File: src/rtl/cabx_cfg.svh
// Operation
// [RL1] add registers, optional carry, flags ZCNVH, one cycle
// [RL2] subtract registers, optional carry, ZCNVH, one cycle
// [RL3] subtract constant, optional carry, ZCNVH, one cycle
// [RL4] word add/subtract constant, ZCNVS, two cycles
// [RL5] and/or with constant, flags ZNV, one cycle
// [RL6] clear/set bits by mask, ZNV, one cycle
// [RL7] zero-minus test keeps value, sets ZNV
// [RL8] integer products into pair one:zero, ZC, two cycles
// [RL9] scaled products shifted left once, ZC, two
// [RL10] pointer jump loads pc from Z, two cycles
// [RL11] extended jump uses page register above Z
// [RL12] pointer call saves return, four cycles
// [RL13] extended pointer call, five cycles, flags kept
// [RL14] direct call to absolute address, five cycles
// [RL15] compare-skip-equal skips one or two words
// [RL16] compare immediate updates ZNVCH, stores nothing
// [RL17] register bit skips on cleared or set
// [RL18] io bit skips on cleared or set
// [RL19] flags not affected keep their value
`ifndef CABX_CFG_SVH
`define CABX_CFG_SVH
// status register bit positions
`define CABX_FC 0
`define CABX_FZ 1
`define CABX_FN 2
`define CABX_FV 3
`define CABX_FS 4
`define CABX_FH 5
// register map indices of the plain register port
`define CABX_ADR_SREG 6'h20
`define CABX_ADR_PAGE 6'h21
`define CABX_ADR_PCL  6'h22
`define CABX_ADR_PCM  6'h23
`define CABX_ADR_PCH  6'h24
// fixed register numbers
`define CABX_R_ZLO 5'h1e
`define CABX_R_ZHI 5'h1f
`define CABX_R_PLO 5'h00
`define CABX_R_PHI 5'h01
// cycle counts
`define CABX_N1 3'h1
`define CABX_N2 3'h2
`define CABX_N3 3'h3
`define CABX_N4 3'h4
`define CABX_N5 3'h5
// reset value and all-ones byte mask
`define CABX_SREG_RST 8'h00
`define CABX_BYTE_ALL 8'hff
`endif

File: src/rtl/cabx_pkg.sv
package cabx_pkg;
  // operations carried out by the execution block
  typedef enum logic [4:0] {
    op_sum, op_sum_carry, op_difference, register_difference_borrow,
    constant_difference, constant_difference_borrow,
    word_immediate_sum, word_immediate_difference,
    bitwise_and_constant, bitwise_or_constant, set_bits_mask, clear_bits_mask,
    zero_minus_test, product_unsigned, product_signed, product_mixed_sign,
    scaled_product_unsigned, scaled_product_signed, scaled_product_mixed,
    pointer_jump, extended_pointer_jump, pointer_call, extended_pointer_call,
    direct_call, compare_skip_equal, compare_immediate,
    skip_reg_bit_low, skip_reg_bit_high, skip_io_bit_low, skip_io_bit_high
  } cabx_op_e;
  // one instruction handed to the block
  typedef struct packed {
    logic        valid;    // instruction present
    cabx_op_e    op;       // operation
    logic [4:0]  d;        // destination / first register
    logic [4:0]  r;        // second register
    logic [7:0]  k;        // immediate constant
    logic [2:0]  bsel;     // bit select for skips
    logic        io_bit;   // sampled io register bit
    logic        next_two; // following instruction is two words
    logic [21:0] target;   // absolute call address
  } cabx_cmd_s;
  // plain register port
  typedef struct packed {
    logic [5:0] addr;
    logic [7:0] wdata;
    logic       wr;
    logic       rd;
  } cabx_bus_s;
endpackage : cabx_pkg

File: src/rtl/cabx_exec.sv
`timescale 1ns/10ps
`include "cabx_cfg.svh"
module cabx_exec #(
  parameter int PC_W = 22
) (
  input  wire logic              clk,
  input  wire logic              rst,
  input  wire cabx_pkg::cabx_cmd_s cmd,
  input  wire cabx_pkg::cabx_bus_s bus,
  output logic [7:0]             rdata,
  output logic                   busy,
  output logic                   done,
  output logic [PC_W-1:0]        pc,
  output logic [7:0]             sreg,
  output logic                   push_valid,
  output logic [PC_W-1:0]        push_addr
);

  // 8-bit add or subtract with carry-in; returns {h, v, c, result}
  function automatic logic [10:0] alu8(input logic [7:0] a,
                                       input logic [7:0] b,
                                       input logic ci,
                                       input logic sub);
    logic [8:0] s;
    logic [4:0] hs;
    logic v;
    if (sub)
    begin
      s = {1'b0, a} - {1'b0, b} - {8'h00, ci};
      hs = {1'b0, a[3:0]} - {1'b0, b[3:0]} - {4'h0, ci};
      v = (a[7] & ~b[7] & ~s[7]) | (~a[7] & b[7] & s[7]);
    end
    else
    begin
      s = {1'b0, a} + {1'b0, b} + {8'h00, ci};
      hs = {1'b0, a[3:0]} + {1'b0, b[3:0]} + {4'h0, ci};
      v = (a[7] & b[7] & ~s[7]) | (~a[7] & ~b[7] & s[7]);
    end
    return {hs[4], v, s[8], s[7:0]};
  endfunction : alu8

  // storage
  logic [7:0]      rf_reg [32];   // general registers
  logic [7:0]      sreg_reg;      // status register
  logic [7:0]      page_reg;      // jump page extension
  logic [PC_W-1:0] pc_reg;        // program counter
  logic [7:0]      rdata_reg;     // read data, one cycle after strobe
  logic            busy_reg;      // multi-cycle instruction running
  logic            done_reg;      // completion pulse
  logic            push_reg;      // return address push pulse
  logic [PC_W-1:0] push_a_reg;    // pushed return address
  logic [2:0]      cnt_reg;       // cycles left

  // held results of a multi-cycle instruction
  logic [4:0]      h_d;
  logic [15:0]     h_res;
  logic [7:0]      h_sreg;
  logic [PC_W-1:0] h_pc;
  logic [1:0]      h_wr;
  logic            h_push;

  // operand fetch
  wire logic             take   = cmd.valid & ~busy_reg;
  wire logic [7:0]       op_a   = rf_reg[cmd.d];
  wire logic [7:0]       op_b   = rf_reg[cmd.r];
  wire logic [4:0]       d_hi   = cmd.d + 5'h01;
  wire logic [15:0]      word_v = {rf_reg[d_hi], op_a};
  wire logic [15:0]      z_ptr  = {rf_reg[`CABX_R_ZHI], rf_reg[`CABX_R_ZLO]};
  wire logic [23:0]      ez_ptr = {page_reg, z_ptr};
  wire logic             c_in   = sreg_reg[`CABX_FC];
  wire logic             z_in   = sreg_reg[`CABX_FZ];
  wire logic [PC_W-1:0]  pc_one = pc_reg + PC_W'(1);
  wire logic [PC_W-1:0]  pc_two = pc_reg + PC_W'(2);
  wire logic [PC_W-1:0]  pc_thr = pc_reg + PC_W'(3);

  // shared arithmetic paths
  wire logic [10:0] add_r = alu8(op_a, op_b, cmd.op == cabx_pkg::op_sum_carry ? c_in : 1'b0,
                                 1'b0);
  wire logic        brw   = (cmd.op == cabx_pkg::register_difference_borrow) |
                            (cmd.op == cabx_pkg::constant_difference_borrow);
  wire logic [7:0]  sub_b = (cmd.op == cabx_pkg::op_difference) |
                            (cmd.op == cabx_pkg::register_difference_borrow) ? op_b : cmd.k;
  wire logic [10:0] sub_r = alu8(op_a, sub_b, brw ? c_in : 1'b0, 1'b1);

  // word arithmetic
  wire logic        w_sub = cmd.op == cabx_pkg::word_immediate_difference;
  wire logic [15:0] w_res = w_sub ? word_v - {8'h00, cmd.k} : word_v + {8'h00, cmd.k};
  wire logic        w_v   = w_sub ? (word_v[15] & ~w_res[15]) : (~word_v[15] & w_res[15]);
  wire logic        w_c   = w_sub ? (w_res[15] & ~word_v[15]) : (~w_res[15] & word_v[15]);

  // products: unsigned, signed, signed by unsigned
  wire logic signed [17:0] p_s  = $signed({op_a[7], op_a}) * $signed({op_b[7], op_b});
  wire logic signed [17:0] p_m  = $signed({op_a[7], op_a}) * $signed({1'b0, op_b});
  wire logic [15:0]        p_u  = op_a * op_b;
  // raw product of the offered kind, and whether it is shifted left once
  wire logic        is_s   = (cmd.op == cabx_pkg::product_signed) |
                             (cmd.op == cabx_pkg::scaled_product_signed);
  wire logic        is_m   = (cmd.op == cabx_pkg::product_mixed_sign) |
                             (cmd.op == cabx_pkg::scaled_product_mixed);
  wire logic        scaled = (cmd.op == cabx_pkg::scaled_product_unsigned) |
                             (cmd.op == cabx_pkg::scaled_product_signed) |
                             (cmd.op == cabx_pkg::scaled_product_mixed);
  wire logic [15:0] prod   = is_s ? p_s[15:0] : is_m ? p_m[15:0] : p_u;

  // skip decision for the four skip kinds and compare-equal
  wire logic reg_bit  = op_b[cmd.bsel];
  wire logic skip_hit = (cmd.op == cabx_pkg::compare_skip_equal) & (op_a == op_b) |  // RL15
                        (cmd.op == cabx_pkg::skip_reg_bit_low) & ~reg_bit |          // RL17
                        (cmd.op == cabx_pkg::skip_reg_bit_high) & reg_bit |          // RL17
                        (cmd.op == cabx_pkg::skip_io_bit_low) & ~cmd.io_bit |        // RL18
                        (cmd.op == cabx_pkg::skip_io_bit_high) & cmd.io_bit;         // RL18

  // freshly computed results
  logic [15:0]     f_res;
  logic [7:0]      f_sreg;
  logic [PC_W-1:0] f_pc;
  logic [1:0]      f_wr;          // 1: byte to d, 2: pair d, 3: pair r1:r0
  logic            f_push;
  logic [PC_W-1:0] f_ret;
  logic [2:0]      f_n;

  // result, flags, next pc and cycle count of the offered instruction
  always_comb
  begin
    f_res = '0;
    f_sreg = sreg_reg;            // untouched flags keep their value RL19
    f_pc = pc_one;
    f_wr = 2'h0;
    f_push = 1'b0;
    f_ret = pc_one;
    f_n = `CABX_N1;
    case (cmd.op)
      cabx_pkg::op_sum, cabx_pkg::op_sum_carry:
      begin
        f_res = {8'h00, add_r[7:0]};  // RL1
        f_wr = 2'h1;
        f_sreg[`CABX_FC] = add_r[8];
        f_sreg[`CABX_FV] = add_r[9];
        f_sreg[`CABX_FH] = add_r[10];
        f_sreg[`CABX_FN] = add_r[7];
        f_sreg[`CABX_FZ] = add_r[7:0] == 8'h00;
      end
      cabx_pkg::op_difference, cabx_pkg::register_difference_borrow,
      cabx_pkg::constant_difference, cabx_pkg::constant_difference_borrow,
      cabx_pkg::compare_immediate:
      begin
        f_res = {8'h00, sub_r[7:0]};  // RL2 RL3
        f_wr = cmd.op == cabx_pkg::compare_immediate ? 2'h0 : 2'h1;  // RL16
        f_sreg[`CABX_FC] = sub_r[8];
        f_sreg[`CABX_FV] = sub_r[9];
        f_sreg[`CABX_FH] = sub_r[10];
        f_sreg[`CABX_FN] = sub_r[7];
        // borrowing forms only keep zero set across a chain
        f_sreg[`CABX_FZ] = (sub_r[7:0] == 8'h00) & (brw ? z_in : 1'b1);
      end
      cabx_pkg::word_immediate_sum, cabx_pkg::word_immediate_difference:
      begin
        f_res = w_res;                // RL4
        f_wr = 2'h2;
        f_n = `CABX_N2;
        f_sreg[`CABX_FC] = w_c;
        f_sreg[`CABX_FV] = w_v;
        f_sreg[`CABX_FN] = w_res[15];
        f_sreg[`CABX_FS] = w_res[15] ^ w_v;
        f_sreg[`CABX_FZ] = w_res == 16'h0000;
      end
      cabx_pkg::bitwise_and_constant, cabx_pkg::bitwise_or_constant,
      cabx_pkg::set_bits_mask, cabx_pkg::clear_bits_mask, cabx_pkg::zero_minus_test:
      begin
        case (cmd.op)
          cabx_pkg::bitwise_and_constant: f_res[7:0] = op_a & cmd.k;    // RL5
          cabx_pkg::bitwise_or_constant:  f_res[7:0] = op_a | cmd.k;    // RL5
          cabx_pkg::set_bits_mask:        f_res[7:0] = op_a | cmd.k;    // RL6
          cabx_pkg::clear_bits_mask:      f_res[7:0] = op_a & (`CABX_BYTE_ALL - cmd.k); // RL6
          default:                        f_res[7:0] = op_a & op_a;     // RL7
        endcase
        f_wr = 2'h1;
        f_sreg[`CABX_FV] = 1'b0;
        f_sreg[`CABX_FN] = f_res[7];
        f_sreg[`CABX_FZ] = f_res[7:0] == 8'h00;
      end
      cabx_pkg::product_unsigned, cabx_pkg::product_signed, cabx_pkg::product_mixed_sign,
      cabx_pkg::scaled_product_unsigned, cabx_pkg::scaled_product_signed,
      cabx_pkg::scaled_product_mixed:
      begin
        f_res = scaled ? {prod[14:0], 1'b0} : prod;  // RL8 RL9
        f_wr = 2'h3;
        f_n = `CABX_N2;
        f_sreg[`CABX_FC] = prod[15];
        f_sreg[`CABX_FZ] = f_res == 16'h0000;
      end
      cabx_pkg::pointer_jump:
      begin
        f_pc = PC_W'(z_ptr);          // RL10
        f_n = `CABX_N2;
      end
      cabx_pkg::extended_pointer_jump:
      begin
        f_pc = ez_ptr[PC_W-1:0];      // RL11
        f_n = `CABX_N2;
      end
      cabx_pkg::pointer_call:
      begin
        f_pc = PC_W'(z_ptr);          // RL12
        f_push = 1'b1;
        f_n = `CABX_N4;
      end
      cabx_pkg::extended_pointer_call:
      begin
        f_pc = ez_ptr[PC_W-1:0];      // RL13
        f_push = 1'b1;
        f_n = `CABX_N5;
      end
      cabx_pkg::direct_call:
      begin
        f_pc = cmd.target[PC_W-1:0];  // RL14
        f_ret = pc_two;               // the call itself spans two words
        f_push = 1'b1;
        f_n = `CABX_N5;
      end
      cabx_pkg::compare_skip_equal, cabx_pkg::skip_reg_bit_low,
      cabx_pkg::skip_reg_bit_high, cabx_pkg::skip_io_bit_low,
      cabx_pkg::skip_io_bit_high:
      begin
        if (skip_hit)
        begin
          f_pc = cmd.next_two ? pc_thr : pc_two;      // RL15 RL17 RL18
          f_n = cmd.next_two ? `CABX_N3 : `CABX_N2;
        end
      end
      default: f_n = `CABX_N1;
    endcase
  end

  // commit selection: one-cycle work commits on the taking edge
  wire logic       fin_now  = take & (f_n == `CABX_N1);
  wire logic       fin_late = busy_reg & (cnt_reg == `CABX_N1);
  wire logic       commit   = fin_now | fin_late;
  wire logic [4:0]  c_d     = fin_now ? cmd.d : h_d;
  wire logic [15:0] c_res   = fin_now ? f_res : h_res;
  wire logic [1:0]  c_wr    = fin_now ? f_wr : h_wr;
  wire logic [4:0]  c_dhi   = c_d + 5'h01;
  wire logic       bus_gpr  = ~bus.addr[5];

  // read data mux for the register port
  wire logic [7:0] rd_mux = (bus.addr == `CABX_ADR_SREG) ? sreg_reg :
                            (bus.addr == `CABX_ADR_PAGE) ? page_reg :
                            (bus.addr == `CABX_ADR_PCL)  ? pc_reg[7:0] :
                            (bus.addr == `CABX_ADR_PCM)  ? pc_reg[15:8] :
                            (bus.addr == `CABX_ADR_PCH)  ? 8'(pc_reg[PC_W-1:16]) :
                            bus_gpr ? rf_reg[bus.addr[4:0]] : 8'h00;

  // general registers: execution writes win over the port
  always_ff @(posedge clk or posedge rst)
  begin
    if (rst)
    begin
      for (int i = 0; i < 32; i++)
      begin
        rf_reg[i] <= 8'h00;
      end
    end
    else if (commit && c_wr == 2'h1)
      rf_reg[c_d] <= c_res[7:0];
    else if (commit && c_wr == 2'h2)
    begin
      rf_reg[c_d] <= c_res[7:0];
      rf_reg[c_dhi] <= c_res[15:8];
    end
    else if (commit && c_wr == 2'h3)
    begin
      rf_reg[`CABX_R_PLO] <= c_res[7:0];   // RL8
      rf_reg[`CABX_R_PHI] <= c_res[15:8];  // RL8
    end
    else if (bus.wr && bus_gpr)
      rf_reg[bus.addr[4:0]] <= bus.wdata;
  end

  // status, page, pc and port read
  always_ff @(posedge clk or posedge rst)
  begin
    if (rst)
    begin
      sreg_reg <= `CABX_SREG_RST;
      page_reg <= 8'h00;
      pc_reg <= '0;
      rdata_reg <= 8'h00;
    end
    else
    begin
      rdata_reg <= bus.rd ? rd_mux : 8'h00;
      if (commit)
      begin
        sreg_reg <= fin_now ? f_sreg : h_sreg;  // RL19
        pc_reg <= fin_now ? f_pc : h_pc;
      end
      else if (bus.wr && bus.addr == `CABX_ADR_SREG)
        sreg_reg <= bus.wdata;
      if (bus.wr && bus.addr == `CABX_ADR_PAGE)
        page_reg <= bus.wdata;
    end
  end

  // sequencing of multi-cycle instructions
  always_ff @(posedge clk or posedge rst)
  begin
    if (rst)
    begin
      busy_reg <= 1'b0;
      cnt_reg <= 3'h0;
      done_reg <= 1'b0;
      push_reg <= 1'b0;
      push_a_reg <= '0;
      h_d <= 5'h00;
      h_res <= 16'h0000;
      h_sreg <= `CABX_SREG_RST;
      h_pc <= '0;
      h_wr <= 2'h0;
      h_push <= 1'b0;
    end
    else
    begin
      done_reg <= commit;
      push_reg <= commit & (fin_now ? f_push : h_push);
      if (take)
      begin
        busy_reg <= f_n != `CABX_N1;
        cnt_reg <= f_n - `CABX_N1;
        h_d <= cmd.d;
        h_res <= f_res;
        h_sreg <= f_sreg;
        h_pc <= f_pc;
        h_wr <= f_wr;
        h_push <= f_push;
        push_a_reg <= f_ret;
      end
      else if (busy_reg)
      begin
        cnt_reg <= cnt_reg - `CABX_N1;
        busy_reg <= cnt_reg != `CABX_N1;
      end
    end
  end

  assign rdata = rdata_reg;
  assign busy = busy_reg;
  assign done = done_reg;
  assign pc = pc_reg;
  assign sreg = sreg_reg;
  assign push_valid = push_reg;
  assign push_addr = push_a_reg;
endmodule : cabx_exec

File: config.mk
export PLATFORM = sky130hd
export DESIGN_NAME = cabx_exec
export DESIGN_NICKNAME = d
export VERILOG_FILES = /design/src/rtl/cabx_pkg.sv /design/src/rtl/cabx_exec.sv
export VERILOG_INCLUDE_DIRS = /design/src /design/src/rtl
export SDC_FILE = /design/constraint.sdc
export NUM_CORES = 2
export LEC_CHECK = 0
export ABC_CLOCK_PERIOD_IN_PS = 18500
export BUFFER_PORTS_ARGS = -buffer_cell sky130_fd_sc_hd__buf_4
export CAP_MARGIN = 15
export CORE_UTILIZATION = 35
export DETAILED_ROUTE_END_ITERATION = 8
export SLEW_MARGIN = 20
export SYNTH_ARGS = -nofsm -noshare
export SYNTH_HDL_FRONTEND = slang
export SYNTH_SLANG_ARGS = --single-unit
File: constraint.sdc
create_clock -name clk -period 18.5 [get_ports clk]
set_clock_uncertainty 0.1 [all_clocks]
set_input_delay 3.7 -clock clk [delete_from_list [all_inputs] [get_ports clk]]
set_output_delay 3.7 -clock clk [all_outputs]
set_load 0.05 [all_outputs]
==> key figures <==
Critical path
  • Crit end category: flip-flop
  • Critical Path Most Common Cell: buf_4
  • Slowest-stage cell, CP: or2_2
  • Slowest stage delay, CP: 0.85 ns
  • R2r startpoint: ez_ptr[3]
  • Crit-path max FO: 58
  • Worst Path Arrival: 14.02 ns
  • Flop2flop setup slack: 8.80 ns
  • FF-to-FF End: rf_reg[213]
  • Worst endpoint required time: 18.93 ns
  • Setup crit start kind: input pin
  • Reg2Reg Depth: 23
  • Crit Path Class: in2reg

Min path
  • Worst Hold End: h_res[13]
  • Min-delay worst type: reg2reg
  • Hold Crit Depth: 2
  • Hold Crit Start: h_res[13]

Die
  • DIE AREA: 120000 sq um
  • Rows: 125
  • # IOs: 132
  • Core area: 117000 sq um
  • Die width: 346 um
  • Die height: 346 um
  • Starting Density: 35.5%

Detailed routing
  • DRT Pass-1 Iters: 9
  • Final wirelength: 206000 um
  • Via count: 42700
  • Routed len/inst: 33.6 um
  • DRT antenna net count: 0
  • Iter 0 DRT Violations: 7610
  • DR vias/cell: 6.99
  • DRC: 5

Yosys
  • Netlist Area Pre-Place: 41500 sq um
  • Ys flop type: dfrtp_1
  • Synth Register Bits: 384
  • Synth area leaders: dfrtp_1 (23%), mux4_2 (15%), fa_1 (5.9%)
  • Synth top area share: 23.2%
  • Cell taking the most area after synthesis: dfrtp_1
  • Synth Area per Inst: 8.92 sq um
  • Post-synth EDFFs: 0
  • Synth cell count leaders: nand2_1 (567), nor2_1 (431), o21ai_0 (392)
  • Most numerous cell in the Yosys netlist: nand2_1
  • YS warnings: 0
  • Cell variety after synth: 106
  • Sequential area share after synthesis: 23.2%
  • Mapped Nets: 4990
  • Post-synthesis cell count: 4651
  • Async S/R FF share, synth: 100%

Cells and area
  • Layout cell share with drive strength beyond 1: 15.5%
  • Nets: 4897
  • Synth-to-Final Area Change: 8.97%
  • Post-layout util: 38.7%
  • Max reg flops: 240

CTS
  • CTS H-tree lvls: 2
  • CTS Buffer Depth: 3
  • Clk sinks: 384
  • # resized after CTS: 0
  • TritonCTS clock tree: yes
  • Clk_lat worst skew: 0.66 ns
  • Setup Fix Bufs, Post-CTS: 0
  • Root Buffer: clkbuf_16
  • Clock-pin slew on the worst setup and hold paths: 0.06 ns
  • Num CTS Buffers: 46
  • CTS Hold Bufs: 0

STA
  • Fin. Hold Viols: 0
  • Fin crit period: 13.59 ns
  • Rel. slew slack: 10.6%
  • Setup Viol. Count Final: 0
  • Slew @ Worst Pin: 1.34 ns
  • Slew Viols, Final: 0
  • Hold_ws: 0.370 ns
  • Fmax: 73.6 MHz
  • RSZ-0062 raised after global routing: no
  • Crit share post-route: 73.5%
  • Final setup TNS: 0 ns

Placed design
  • Dpl hpwl: 146000 um
  • RePlAce Congestion: 1.07
  • Port-buffer cells: 131

GRT
  • Overflow after GRT: 0
  • Global-route wire length before repair: 295000 um
  • Initial antenna violation count: 14
  • Number of global-route vias before repair: 40300
  • Total GRT Usage: 33.5%
  • Largest net degree at the start of global routing: 129

Outcome
  • Violated checks: DRC
  • Status: finished with violations

Power and ir drop
  • PD cells: 214 nW/um^2
  • Worst vdd ir: 0.233 mV
  • Lkg Pwr: 18.2 nW

Flow run
  • Total of max-cap violations: 0
==> where the power goes <==
part           switching (mW)  leakage (nW)  internal [mW]
logic                    4.14          12.6           2.55
clock network           0.431         0.795          0.570
registers               0.800          4.88           1.19
total                    5.37          18.2           4.31
==> worst max-delay path by stage <==
stage                  from           to  slack, ns  cells after the start
global route        cmd[40]  rf_reg[231]       4.53                     27
CTS                 cmd[40]  rf_reg[231]       5.33                     27
floorplan               rst         busy       4.03                      1
finish              cmd[40]  rf_reg[213]       4.91                     25
global placement    cmd[40]  rf_reg[183]       4.87                     26
detailed placement  cmd[40]  rf_reg[167]       4.68                     26
==> through the flow <==
step / power (mW) / cell area (sq um) / setup WS [ns] / cells
6_report: 9.68 / 45200 / 4.91 / 6117
5_1_grt: 10.3 / 45200 / 4.53 / 6115
4_1_cts: 9.46 / 45200 / 5.33 / 6115
3_5_place_dp: 8.43 / 43600 / 4.68 / 6034
3_3_place_gp: 8.39 / 43600 / 4.87 / 6034
2_1_floorplan: 6.16 / 41500 / 4.03 / 4651
==> critical path: cells and delay by family <==
kind                     cells  cell delay (ns)
multiplexers                 3             1.79
buffers and inverters        5             2.47
AO/OA/AOI/OAI                6             1.56
adder cells (fa/ha/maj)      2             0.65
AND/OR/NAND/NOR              9             3.59
==> metal layers <==
metal,wire (um),vias to the layer above,global-route usage (%)
met3,33000,805,13.6
li1,-,17300,-
met2,83800,3655,47.2
met5,207,-,0.720
met1,75200,20900,43.2
met4,13700,16,18.3
==> logic make-up (layout without fill, tap and decap cells) <==
family | after synthesis | after routing | synth area share (%)
AO/OA/AOI/OAI | 1493 | 1493 | 23.8
XOR/XNOR | 127 | 127 | 2.72
adder cells (fa/ha/maj) | 270 | 270 | 10.4
buffers and inverters | 634 | 574 | 6.45
flip-flops | 384 | 384 | 23.2
multiplexers | 408 | 408 | 19.5
other | 0 | 2 | 0
AND/OR/NAND/NOR | 1335 | 1335 | 14.1
==> cell usage in the layout, fill, tap and decap left out, types with 15 or more instances in the layout <==
master	instances
nand2_1	565
nor2_1	426
o21ai_0	390
dfrtp_1	384
a21oi_1	305
mux4_2	283
inv_1	269
buf_4	215
ha_1	146
fa_1	123
a22oi_1	118
o22ai_1	81
xnor2_1	72
a222oi_1	68
mux2i_1	66
nand3_1	64
o211ai_1	56
nor3_1	54
xor2_1	52
o221ai_1	48
clkbuf_16	46
o21ai_1	39
a221oi_1	32
a21o_1	29
mux2_2	28
o21a_1	28
a211oi_1	28
a31oi_1	27
or3_1	25
nand2b_1	23
and3_1	23
and2_1	23
a32oi_1	20
mux4_1	19
a221o_1	19
nor2b_1	16
o22a_1	16
o31ai_1	15
==> layout make-up <==
type / instances / area, sq um
fill: 11700 / 71600
multi-input combinational: 3633 / 29400
sequential: 384 / 9610
tap: 1524 / 1910
timing repair buffer: 217 / 1650
clock buffer: 59 / 1310
inverter: 276 / 1040
clock inverter: 22 / 285
antenna: 2 / 5.00
Note: power is estimated with default switching activity, not from simulation.
